[config.mk]
export PLATFORM = sky130hd
export DESIGN_NAME = lan_csr_access
export DESIGN_NICKNAME = d
export VERILOG_FILES = /design/src/design/lan_csr_pkg.sv /design/src/design/heartbeat_monitor.sv /design/src/design/lan_csr_access.sv
export SDC_FILE = /design/constraint.sdc
export NUM_CORES = 1
export LEC_CHECK = 0
export BUFFER_PORTS_ARGS = -buffer_cell sky130_fd_sc_hd__buf_4
export CAP_MARGIN = 20
export CORE_MARGIN = 4
export CORE_UTILIZATION = 45
export CTS_BUF_LIST = sky130_fd_sc_hd__clkbuf_8
export DETAILED_ROUTE_END_ITERATION = 10
export PLACE_DENSITY = 0.73
export REMOVE_ABC_BUFFERS = 1
export SLEW_MARGIN = 20
export SYNTH_ARGS = -nofsm -noshare
export SYNTH_HDL_FRONTEND = slang
export SYNTH_SLANG_ARGS = --single-unit
[constraint.sdc]
create_clock -name CLOCK -period 2.4 [get_ports CLOCK]
set_input_delay 0.48 -clock CLOCK [delete_from_list [all_inputs] [get_ports CLOCK]]
set_output_delay 0.48 -clock CLOCK [all_outputs]
set_load 0.01 [all_outputs]
[src/design/lan_csr_pkg.sv]
// Purpose: Shared constants and state types for the register access block.
// Assumes: One 100 MHz clock, synchronous active-high reset.
// Notes: Bit positions follow the primary control and status layout.
package lan_csr_pkg;
  // Clock period in nanoseconds.
  localparam int CLK_PERIOD_NS = 10;
  // Heartbeat window after a transmission, in nanoseconds (4.0 us).
  localparam int HB_WINDOW_NS = 4000;
  // Longest wait rounds down to whole cycles.
  localparam int HB_WINDOW_CYC = HB_WINDOW_NS / CLK_PERIOD_NS;
  // Byte count at which the overlength flag is raised.
  localparam logic [10:0] OVERLENGTH_TRANSMIT_FLAG_LIMIT = 11'h5ef;
  // Register indices selected by the pointer.
  localparam logic [1:0] IDX_PRIMARY_CONTROL_STATUS = 2'h0;
  // Primary register field positions.
  localparam int B_ERR = 15;
  localparam int B_OVERLENGTH_TRANSMIT_FLAG = 14;
  localparam int B_HEARTBEAT_MISSING_FLAG = 13;
  localparam int B_MISS = 12;
  localparam int B_BUS_TIMEOUT_FLAG = 11;
  localparam int B_INTERRUPT_FLAG = 7;
  localparam int B_INTERRUPT_ENABLE_BIT = 6;
  localparam int B_STOP = 2;
  localparam int B_STRT = 1;
  localparam int B_INIT = 0;
  // Reset value of the primary register: halted.
  localparam logic [15:0] PRIMARY_CONTROL_STATUS_RESET = 16'h0004;
  // Quadword alignment mask for descriptor entries (byte address).
  localparam logic [23:0] QUAD_MASK = 24'h000007;
  // Heartbeat monitor states.
  typedef enum logic [1:0] {
    HB_IDLE = 2'b00,
    HB_TX = 2'b01,
    HB_WAIT = 2'b10
  } hb_state_t;
  // Heartbeat monitor state.
  typedef struct packed {
    hb_state_t st;
    logic [9:0] cnt;
    logic seen;
    logic miss;
  } hb_t;
  // Register block state.
  typedef struct packed {
    logic [1:0] ptr;
    logic [2:0][15:0] cfg;
    logic stop;
    logic interrupt_enable_bit;
    logic overlength_transmit_flag;
    logic heartbeat_missing_flag;
    logic miss;
    logic bus_timeout_flag;
    logic [10:0] tx_cnt;
    logic busy;
    logic ready_n;
    logic [15:0] dout;
    logic oe;
    logic interrupt_flag_n;
    logic misal;
  } csr_t;
endpackage : lan_csr_pkg

[src/design/heartbeat_monitor.sv]
// Purpose: Detects a missing collision heartbeat around each transmission that starts while no trailing window is open.
// Assumes: Inputs synchronous to CLOCK.
// Notes: Emits a one-cycle pulse when the window closes without collision.
`timescale 1ns/1ps
module heartbeat_monitor #(
  parameter int WINDOW_CYC = lan_csr_pkg::HB_WINDOW_CYC
) (
  // Clock and reset.
  input wire logic clk,
  input wire logic rst,
  // Monitor inputs.
  input wire logic enable,
  input wire logic tx_active,
  input wire logic collision,
  // Missing heartbeat pulse.
  output logic missing
);
  // Current and next state.
  lan_csr_pkg::hb_t q, d;

  // Next-state logic: watch the transmission, then the trailing window.
  always_comb begin
    d = q;
    d.miss = 1'b0;
    case (q.st)
      lan_csr_pkg::HB_IDLE: begin
        // A new frame starts with a heartbeat seen only if collision is present in its first cycle.
        if (enable && tx_active) begin
          d.st = lan_csr_pkg::HB_TX;
          d.seen = collision;
        end
      end
      lan_csr_pkg::HB_TX: begin
        // Collision during the frame counts as heartbeat.
        if (collision) begin
          d.seen = 1'b1;
        end
        if (!tx_active) begin
          d.st = lan_csr_pkg::HB_WAIT;
          d.cnt = 10'h000;
        end
      end
      lan_csr_pkg::HB_WAIT: begin
        // Collision within the window after the frame also counts.
        d.cnt = q.cnt + 10'h001;
        if (collision) begin
          d.seen = 1'b1;
        end
        if (q.cnt == 10'(WINDOW_CYC - 1)) begin
          d.st = lan_csr_pkg::HB_IDLE;
          d.miss = !(q.seen || collision);
        end
      end
      default: begin
        d.st = lan_csr_pkg::HB_IDLE;
      end
    endcase
    // Halting abandons any frame in progress.
    if (!enable) begin
      d.st = lan_csr_pkg::HB_IDLE;
      d.miss = 1'b0;
    end
  end

  // State register.
  always_ff @(posedge clk) begin
    if (rst) begin
      q <= '0;
    end else begin
      q <= d;
    end
  end

  // Pulse output comes from a flip-flop.
  assign missing = q.miss;
endmodule : heartbeat_monitor

[src/design/lan_csr_access.sv]
// Purpose: Indirect pointer/data register access and network error flags.
// Assumes: Slave cycle pins synchronous to CLOCK; host keeps them stable.
// Notes: Undefined reads of locked registers return zero.
// What this block does
// - Four registers, reached only through two ports.
// - Pointer holds until rewritten by host.
// - Select low is data, high is pointer.
// - Locked registers need the halt bit set.
// - Locked access still ready; reads undefined, writes dropped.
// - Pointer low two bits select; upper read zero.
// - Reset clears pointer to register zero.
// - Overlength flag set after 1519 sent bytes.
// - Overlength flag interrupts when enabled.
// - Error flags: write-one clear, halt clears.
// - Missing heartbeat within 4.0 us sets flag.
// - Heartbeat flag never interrupts.
// - Frame dropped without buffer sets lost flag.
// - Overflow without buffer not reported separately.
// - Lost-frame flag interrupts when enabled.
// - Init block word aligned, twelve words.
// - Descriptors quadword aligned, buffers any byte.
// - Interrupt pin low when enabled and flagged.
// - Error summary is OR of four flags.
`timescale 1ns/1ps
module lan_csr_access (
  // Clock and reset.
  input wire logic CLOCK,
  input wire logic RST,
  // Host slave cycle.
  input wire logic CS_N,
  input wire logic READ,
  input wire logic DAS_N,
  input wire logic ADR,
  input wire logic [15:0] DAL_IN,
  output logic [15:0] DAL_OUT,
  output logic DAL_OE,
  output logic READY_N,
  // Network events.
  input wire logic TX_ACTIVE,
  input wire logic TX_BYTE,
  input wire logic COLLISION,
  input wire logic RX_FRAME_START,
  input wire logic RX_BUF_OWNED,
  input wire logic BUS_TIMEOUT,
  input wire logic [23:0] DESC_PTR,
  // Status and configuration.
  output logic INTERRUPT_FLAG_N,
  output logic STOPPED,
  output logic [23:0] INIT_ADDR,
  output logic [15:0] BUS_CONFIG,
  output logic DESC_MISALIGNED
);
  // Current and next state.
  lan_csr_pkg::csr_t q, d;
  // Heartbeat missing pulse from the monitor.
  logic hb_missing;
  // A slave cycle that has not yet been answered.
  logic cyc_new;
  // Pointer port write in this cycle.
  logic ptr_wr;
  // Primary register write in this cycle.
  logic primary_control_status_wr;
  // Locked register write attempt in this cycle.
  logic cfg_wr;
  // Device running (not halted).
  logic run;
  // Overlength event in this cycle.
  logic overlength_transmit_flag_set;
  // Lost-frame event in this cycle.
  logic miss_set;

  // Builds the primary register image from the flag state.
  function automatic logic [15:0] primary_control_status_image(input lan_csr_pkg::csr_t s);
    logic [15:0] v;
    v = 16'h0000;
    v[lan_csr_pkg::B_ERR] = s.overlength_transmit_flag | s.heartbeat_missing_flag | s.miss | s.bus_timeout_flag;
    v[lan_csr_pkg::B_OVERLENGTH_TRANSMIT_FLAG] = s.overlength_transmit_flag;
    v[lan_csr_pkg::B_HEARTBEAT_MISSING_FLAG] = s.heartbeat_missing_flag;
    v[lan_csr_pkg::B_MISS] = s.miss;
    v[lan_csr_pkg::B_BUS_TIMEOUT_FLAG] = s.bus_timeout_flag;
    v[lan_csr_pkg::B_INTERRUPT_FLAG] = s.overlength_transmit_flag | s.miss | s.bus_timeout_flag;
    v[lan_csr_pkg::B_INTERRUPT_ENABLE_BIT] = s.interrupt_enable_bit;
    v[lan_csr_pkg::B_STOP] = s.stop;
    return v;
  endfunction : primary_control_status_image

  // True when the selected register may be touched now.
  function automatic logic reg_open(input logic [1:0] idx, input logic halted);
    return (idx == lan_csr_pkg::IDX_PRIMARY_CONTROL_STATUS) || halted;
  endfunction : reg_open

  // Heartbeat window monitor.
  heartbeat_monitor #(
    .WINDOW_CYC(lan_csr_pkg::HB_WINDOW_CYC)
  ) u_hb (
    .clk(CLOCK),
    .rst(RST),
    .enable(run),
    .tx_active(TX_ACTIVE),
    .collision(COLLISION),
    .missing(hb_missing)
  );

  // Decode of the host cycle and of the device events.
  always_comb begin
    run = !q.stop;
    cyc_new = !CS_N && !DAS_N && !q.busy;
    ptr_wr = cyc_new && !READ && ADR;
    primary_control_status_wr = cyc_new && !READ && !ADR && (q.ptr == lan_csr_pkg::IDX_PRIMARY_CONTROL_STATUS);
    cfg_wr = cyc_new && !READ && !ADR && (q.ptr != lan_csr_pkg::IDX_PRIMARY_CONTROL_STATUS);
    overlength_transmit_flag_set = run && TX_ACTIVE && TX_BYTE && (q.tx_cnt == lan_csr_pkg::OVERLENGTH_TRANSMIT_FLAG_LIMIT - 11'h001);
    // A drop without a buffer is only a lost frame; any overflow then has no
    // descriptor to carry status, so nothing else is raised for it.
    miss_set = run && RX_FRAME_START && !RX_BUF_OWNED;
  end

  // Next-state logic for the registers, flags and slave answer.
  always_comb begin
    logic [15:0] rd;
    logic stop_clr;
    rd = 16'h0000;
    stop_clr = 1'b0;
    d = q;
    // Sent-byte counter restarts with every frame and saturates.
    if (!TX_ACTIVE) begin
      d.tx_cnt = 11'h000;
    end else if (TX_BYTE && q.tx_cnt != 11'h7ff) begin
      d.tx_cnt = q.tx_cnt + 11'h001;
    end
    // Pointer port write keeps only the select field.
    if (ptr_wr) begin
      d.ptr = DAL_IN[1:0];
    end
    // Primary register write: halt, start and enable controls.
    if (primary_control_status_wr) begin
      if (DAL_IN[lan_csr_pkg::B_STOP]) begin
        d.stop = 1'b1;
        d.interrupt_enable_bit = 1'b0;
        stop_clr = 1'b1;
      end else begin
        if (DAL_IN[lan_csr_pkg::B_STRT] || DAL_IN[lan_csr_pkg::B_INIT]) begin
          d.stop = 1'b0;
        end
        d.interrupt_enable_bit = DAL_IN[lan_csr_pkg::B_INTERRUPT_ENABLE_BIT];
      end
    end
    // Flags: write one clears, halting clears, a new event wins over both.
    d.overlength_transmit_flag = overlength_transmit_flag_set |
      (q.overlength_transmit_flag & !(primary_control_status_wr & DAL_IN[lan_csr_pkg::B_OVERLENGTH_TRANSMIT_FLAG]) & !stop_clr);
    d.heartbeat_missing_flag = (run & hb_missing) |
      (q.heartbeat_missing_flag & !(primary_control_status_wr & DAL_IN[lan_csr_pkg::B_HEARTBEAT_MISSING_FLAG]) & !stop_clr);
    d.miss = miss_set |
      (q.miss & !(primary_control_status_wr & DAL_IN[lan_csr_pkg::B_MISS]) & !stop_clr);
    d.bus_timeout_flag = (run & BUS_TIMEOUT) |
      (q.bus_timeout_flag & !(primary_control_status_wr & DAL_IN[lan_csr_pkg::B_BUS_TIMEOUT_FLAG]) & !stop_clr);
    // Locked registers accept data only while halted.
    for (int i = 1; i < 4; i++) begin
      if (cfg_wr && reg_open(q.ptr, q.stop) && q.ptr == 2'(i)) begin
        d.cfg[i-1] = DAL_IN;
      end
    end
    // Initialization block address low register is word aligned.
    d.cfg[0][0] = 1'b0;
    // Read data: pointer port or the selected register.
    if (ADR) begin
      rd = {14'h0000, q.ptr};
    end else if (q.ptr == lan_csr_pkg::IDX_PRIMARY_CONTROL_STATUS) begin
      rd = primary_control_status_image(q);
    end else if (reg_open(q.ptr, q.stop)) begin
      rd = q.cfg[q.ptr - 2'h1];
    end
    // Slave answer: ready once per cycle, released when strobes drop.
    if (cyc_new) begin
      d.busy = 1'b1;
      d.ready_n = 1'b0;
      d.oe = READ;
      d.dout = READ ? rd : 16'h0000;
    end else if (CS_N || DAS_N) begin
      d.busy = 1'b0;
      d.ready_n = 1'b1;
      d.oe = 1'b0;
      d.dout = 16'h0000;
    end
    // Interrupt pin from the enable and the interrupt summary.
    d.interrupt_flag_n = !(q.interrupt_enable_bit & (q.overlength_transmit_flag | q.miss | q.bus_timeout_flag));
    // Descriptor entries must start on a quadword.
    d.misal = (DESC_PTR & lan_csr_pkg::QUAD_MASK) != 24'h000000;
  end

  // State register; reset halts and selects register zero.
  always_ff @(posedge CLOCK) begin
    if (RST) begin
      q <= '0;
      q.ptr <= lan_csr_pkg::IDX_PRIMARY_CONTROL_STATUS;
      q.stop <= lan_csr_pkg::PRIMARY_CONTROL_STATUS_RESET[lan_csr_pkg::B_STOP];
      q.ready_n <= 1'b1;
      q.interrupt_flag_n <= 1'b1;
    end else begin
      q <= d;
    end
  end

  // All outputs come from state flip-flops.
  assign DAL_OUT = q.dout;
  assign DAL_OE = q.oe;
  assign READY_N = q.ready_n;
  assign INTERRUPT_FLAG_N = q.interrupt_flag_n;
  assign STOPPED = q.stop;
  assign INIT_ADDR = {q.cfg[1][7:0], q.cfg[0]};
  assign BUS_CONFIG = q.cfg[2];
  assign DESC_MISALIGNED = q.misal;
endmodule : lan_csr_access

==> results of run 1 <==
[logic make-up (layout without fill, tap and decap cells)]
| kind of cell | count (synthesis) | count (layout) | synth area share |
|---|---|---|---|
| compound gates | 135 | 135 | 0.1838 |
| xor+xnor | 9 | 9 | 0.01552 |
| fa+ha+maj | 12 | 12 | 0.02956 |
| buf+inv | 98 | 135 | 0.1320 |
| flops | 101 | 101 | 0.3981 |
| mux | 19 | 19 | 0.03794 |
| other cells | 1 | 1 | 0.0007384 |
| simple gates | 219 | 219 | 0.2023 |
[how the worst min path moves through the flow]
stage,to,slack (ps)
detailed placement,INTERRUPT_FLAG_N,420
global placement,INTERRUPT_FLAG_N,420
CTS,DESC_MISALIGNED,300
global route,DESC_MISALIGNED,310
finish,q[20],320
floorplan,INTERRUPT_FLAG_N,380
[cells in the final DEF (no fill, tap or decap), drive strengths merged, types with 4 or more instances in the layout]
master / count
a211oi: 6
a21oi: 62
a222oi: 5
a22oi: 9
and2: 4
and3: 5
buf: 110
clkbuf: 9
dfxtp: 101
ha: 12
inv: 14
mux2i: 17
nand2: 124
nand3: 10
nand4: 9
nor2: 31
nor2b: 4
nor3: 5
o21ai: 14
o2bb2ai: 13
o31ai: 6
or3: 6
xnor2: 4
xor2: 5
[sequential cells by signal, indices dropped and copies added, names as in the netlist]
name	flops
BUS_CONFIG	16
STOPPED	1
q	27
u_hb.q	13
READY_N	1
INTERRUPT_FLAG_N	1
DESC_MISALIGNED	1
DAL_OUT	16
DAL_OE	1
INIT_ADDR	23
u_hb.missing	1
[area by class of cell]
type / instances / area [um^2] / area share
Inverter: 9 / 33.78 / 0.005991
Timing Repair Buffer: 110 / 825.8 / 0.1464
Clock buffer: 9 / 123.9 / 0.02197
Multi-Input combinational cell: 395 / 2386 / 0.4231
Clock inverter: 7 / 72.57 / 0.01287
Tap cell: 140 / 175.2 / 0.03106
Sequential cell: 101 / 2022 / 0.3586
[power breakdown]
part	total [mW]	leakage [nW]	internal [mW]	switching, mW
clock	1.11	0.0992	0.416	0.690
combinational	0.167	1.15	0.0680	0.0991
sequential	1.69	0.814	1.68	0.00732
[metal layers]
layer | wire length (um) | up-vias
met2 | 5934 | 128
met4 | 117 | 0
met1 | 5550 | 1996
met3 | 804 | 11
met5 | 0 | -
li1 | - | 2078
[through the flow]
stage	hold WS [ps]	TNS [ps]	worst slack [ps]
finish	316.9	0	298.7
global route	312.0	0	158.8
CTS	300.3	0	314.7
detailed placement	422.0	0	328.9
global placement	423.6	0	425.4
floorplan	380.7	-174.5	-121.0
==> flow_summary.toml, run 1 <==
[setup_path]
regToRegStartpoint = "q[87]"
r2r_slack_ps = 300
endpoint = "DAL_OUT[14]"
path_buf_inv = 2
critPathKind = "register to register"
critPathCaptureType = "register"
crit_arrival_ps = 2340
path_cells = "inv_1 > ha_1 > buf_4 > mux2i_1 > o2bb2ai_1 > a222oi_1 > a211oi_1"
crit_slowest_cell = "dfxtp_1"
slowest_delay_ps = 420
path_delay_family = "compound AO/OA/AOI/OAI gates"
worst_r2r_path_depth = 7
cp.required_ps = 2640
worst-path-stages = 7
crit_start = "q[87]"
critical_path.startpoint_type = "register"
r2r-end = "DAL_OUT[14]"
path_max_fanout = 15

[clock_network]
cts.sink_count = 101
cts_root_buf = "clkbuf_8"
cts_hold_buf = 0
clk_pin_slew_ps = 110
cts-resized-gates = 0
htreeDepth = 3
cts_tree = "built"
clockBufferDepth = 2
clk-insertion-delay-late_ps = 380
cts_buffers = 9
post_cts_buffers = 0

[yosys]
netlist.area_leader.share = 0.3981
synth.avg_cell_area_um2 = 8.550
synth_top_flop_cell = "dfxtp_1"
synth-seq-cells = 101
ys_types = 66
ys_warn_count = 0
synth-edff-count = 0
yosysMostFrequentCell = "nand2_1"
netlist_area_um2 = 5079
synthArstFlopShare = 0
netlist_instances = 594
yosysSeqAreaShare = 0.3981
ys_top_cells_by_count = "nand2_1 (123), dfxtp_1 (101), buf_4 (61)"
synth_area_leaders = "dfxtp_1 (40%), nand2_1 (9.1%), buf_4 (9.0%)"
yosysTopAreaCell = "dfxtp_1"

[sta]
skew_ps = 15.15
worstMarginPinSlew_ps = 600.3
maxSlewViolCount = 0
rsz0062_at_grt = "no"
timing.final.crit_share = 0.8756
fmax_mhz = 475.9
hold_violations = 0
slew_headroom = 0.5998
finalCriticalPeriod_ps = 2101
setup_viol = 0

[global_routing]
grt_overflow = 0
antenna_found_initial = 0
gr-max-usage-layer = "met2"
gr-usage-met2 = 0.2966
grt_use_met3 = 0.03594
use_met1 = 0.2551
grt_max_degree = 40
grt_pass1_wl_mm = 19.58
first_global_vias = 3903
grt_use_total = 0.1853

[placement]
io_buffers = 90
hpwl_mm = 8.815
gp_congestion = 0.8509
dp.cells = 755
placed_area_um2 = 5443

[die]
fp.dieArea_um2 = 13050
core_area_um2 = 10940
start_util = 0.4644
rows = 38
die_h_um = 114.2
die_width_um = 114.2
io_pins = 113

[outcome]
status = "finished clean"

[power]
power.total_mw = 2.963
vdd_drop_max_mv = 0.3790
p_leak_nw = 2.066
cellPowerDensity_nw_per_um2 = 525.5

[layout]
n_antenna_cell = 0
fillCellCount = 1043
nets = 690
drive_above_1_share = 0.2330
final_util = 0.5157
area_delta_synth_final_pct = 11.04
fin_area_um2 = 5639
layoutNonFillerInstCount = 771

[drt]
first_pass_iters = 4
vias = 4213
wl_per_cell_um = 16.09
initialDrtViolationCount = 237
drc_errors = 0
routed_wl_mm = 12.41
avgViaCountPerCell = 5.464
drtAntennaViolNets = 0

[min_path]
hp-start = "CS_N"
hp-class = "input port to register"
worstHoldPathCells = 2

[run]
drv_cap = 0
(Power assumes the default switching activity.)
==> run 2: changes to the inputs <==
--- a/config.mk
+++ b/config.mk
@@ -5,14 +5,15 @@
 export SDC_FILE = /design/constraint.sdc
 export NUM_CORES = 1
 export LEC_CHECK = 0
-export BUFFER_PORTS_ARGS = -buffer_cell sky130_fd_sc_hd__buf_4
 export CAP_MARGIN = 20
 export CORE_MARGIN = 4
 export CORE_UTILIZATION = 45
 export CTS_BUF_LIST = sky130_fd_sc_hd__clkbuf_8
 export DETAILED_ROUTE_END_ITERATION = 10
-export PLACE_DENSITY = 0.73
+export DONT_BUFFER_PORTS = 1
+export PLACE_DENSITY = 0.64
 export REMOVE_ABC_BUFFERS = 1
+export SKIP_CTS_REPAIR_TIMING = 1
 export SLEW_MARGIN = 20
 export SYNTH_ARGS = -nofsm -noshare
 export SYNTH_HDL_FRONTEND = slang
==> run 2 against run 1 <==
Effect of this change: sequential share of layout area up 5.0 points; highest routed layer unchanged; largest cell class unchanged; core utilization shrank 6.3 points; maximum frequency up 5.1%; critical path type unchanged; combinational power decreased by 53%.
==> flow_summary.toml, run 2 (same netlist as run 1, synthesis figures left out) <==
[setup_path]
critPathKind = "register to register"
critPathCaptureType = "register"
path_delay_family = "simple AND/OR/NAND/NOR gates"
path_buf_inv = 1
critical_path.startpoint_type = "register"
slowest_delay_ps = 440
path_max_fanout = 11
worst_r2r_path_depth = 6
r2r_slack_ps = 400
cp.required_ps = 2700
regToRegStartpoint = "q[87]"
crit_slowest_cell = "and2b_1"
r2r-end = "DAL_OUT[2]"
crit_arrival_ps = 2300
path_cells = "inv_1 > ha_1 > and2b_1 > a221oi_1 > or3b_1 > a21oi_1"

[clock_network]
cts_tree = "built"
cts.sink_count = 101
clk_pin_slew_ps = 100
cts_buffers = 9
clk-insertion-delay-late_ps = 370
clockBufferDepth = 2
cts_root_buf = "clkbuf_8"
htreeDepth = 3

[die]
io_pins = 113
core_area_um2 = 10940
start_util = 0.4644
die_h_um = 114.2
die_width_um = 114.2
fp.dieArea_um2 = 13050
rows = 38

[sta]
setup_viol = 0
maxSlewViolCount = 0
worstMarginPinSlew_ps = 574.5
finalSetupTns_ps = 0
rsz0062_at_grt = "no"
fin_hold_ws_ps = 170.8
hold_violations = 0
finalCriticalPeriod_ps = 1999
timing.final.crit_share = 0.8330
fmax_mhz = 500.2
skew_ps = 10.82
slew_headroom = 0.6156

[drt]
routed_wl_mm = 12.02
initialDrtViolationCount = 296
wl_per_cell_um = 17.76
drtAntennaViolNets = 0
avgViaCountPerCell = 5.660
vias = 3832
first_pass_iters = 5
drc_errors = 0

[global_routing]
gr-max-usage-layer = "met2"
grt_max_degree = 77
grt_pass1_wl_mm = 18.93
first_global_vias = 3583
grt_use_met3 = 0.06501
grt_overflow = 0
grt_use_total = 0.1826
use_met1 = 0.2379
antenna_found_initial = 0
gr-usage-met2 = 0.2810

[power]
power.total_mw = 2.934
cellPowerDensity_nw_per_um2 = 592.4
p_leak_nw = 1.593
vdd_drop_max_mv = 0.4457

[layout]
area_delta_synth_final_pct = -2.488
top_register = "q"
drive_above_1_share = 0.09683
final_util = 0.4529
nets = 596
n_antenna_cell = 0
largest_reg_flops = 27
final_common_cell = "nand2_1"
final_cell_mix = "nand2_1 (123), dfxtp_1 (101), a21oi_1 (53)"
fillCellCount = 1110

[placement]
hpwl_mm = 8.383
io_buffers = 0
gp_congestion = 0.8017

[outcome]
status = "finished clean"

[min_path]
worstHoldPathCells = 1
hp-class = "input port to register"
hold_end = "DAL_OUT[9]"
hp-start = "RST"

[run]
drv_cap = 0
==> run 2: how the worst max path moves through the flow <==
stage | from | endpoint | slack (ps) | cells past startpoint
final | q[87] | DAL_OUT[2] | 400 | 6
after global routing | u_hb.q[12] | u_hb.q[11] | 220 | 6
after CTS | u_hb.q[12] | u_hb.q[11] | 390 | 6
after detailed placement | q[87] | DAL_OUT[2] | 420 | 6
after global placement | q[87] | DAL_OUT[2] | 460 | 6
after floorplan | q[86] | DAL_OUT[2] | -120 | 6
==> run 2: final cells by class <==
type	count	area, um^2	area share
Clock buffer	9	123.9	0.02501
Clock inverter	7	91.34	0.01844
Tap cell	140	175.2	0.03537
Multi-Input combinational cell	395	2386	0.4818
Sequential cell	101	2022	0.4083
Timing Repair Buffer	16	120.1	0.02425
Inverter	9	33.78	0.006822
==> run 2: layer usage <==
metal / up-vias / part of all wire
met2: 105 / 0.47
met4: 0 / 0.017
met5: - / 0
met1: 1820 / 0.43
met3: 15 / 0.081
li1: 1892 / -
==> run 2: power breakdown <==
| part | internal [mW] | total [mW] | switching, mW | leakage (nW) |
|---|---|---|---|---|
| registers | 1.68 | 1.69 | 0.00910 | 0.814 |
| logic | 0.0301 | 0.0778 | 0.0477 | 0.665 |
| clock network | 0.584 | 1.17 | 0.582 | 0.114 |
==> run 2: through the flow <==
step,std cells,instance area (um^2),setup slack (ps)
5_1_grt,677,4952,217.8
3_3_place_gp,661,4737,456.4
6_report,677,4952,400.8
2_1_floorplan,505,4442,-121.0
4_1_cts,677,4952,387.0
3_5_place_dp,661,4737,423.3
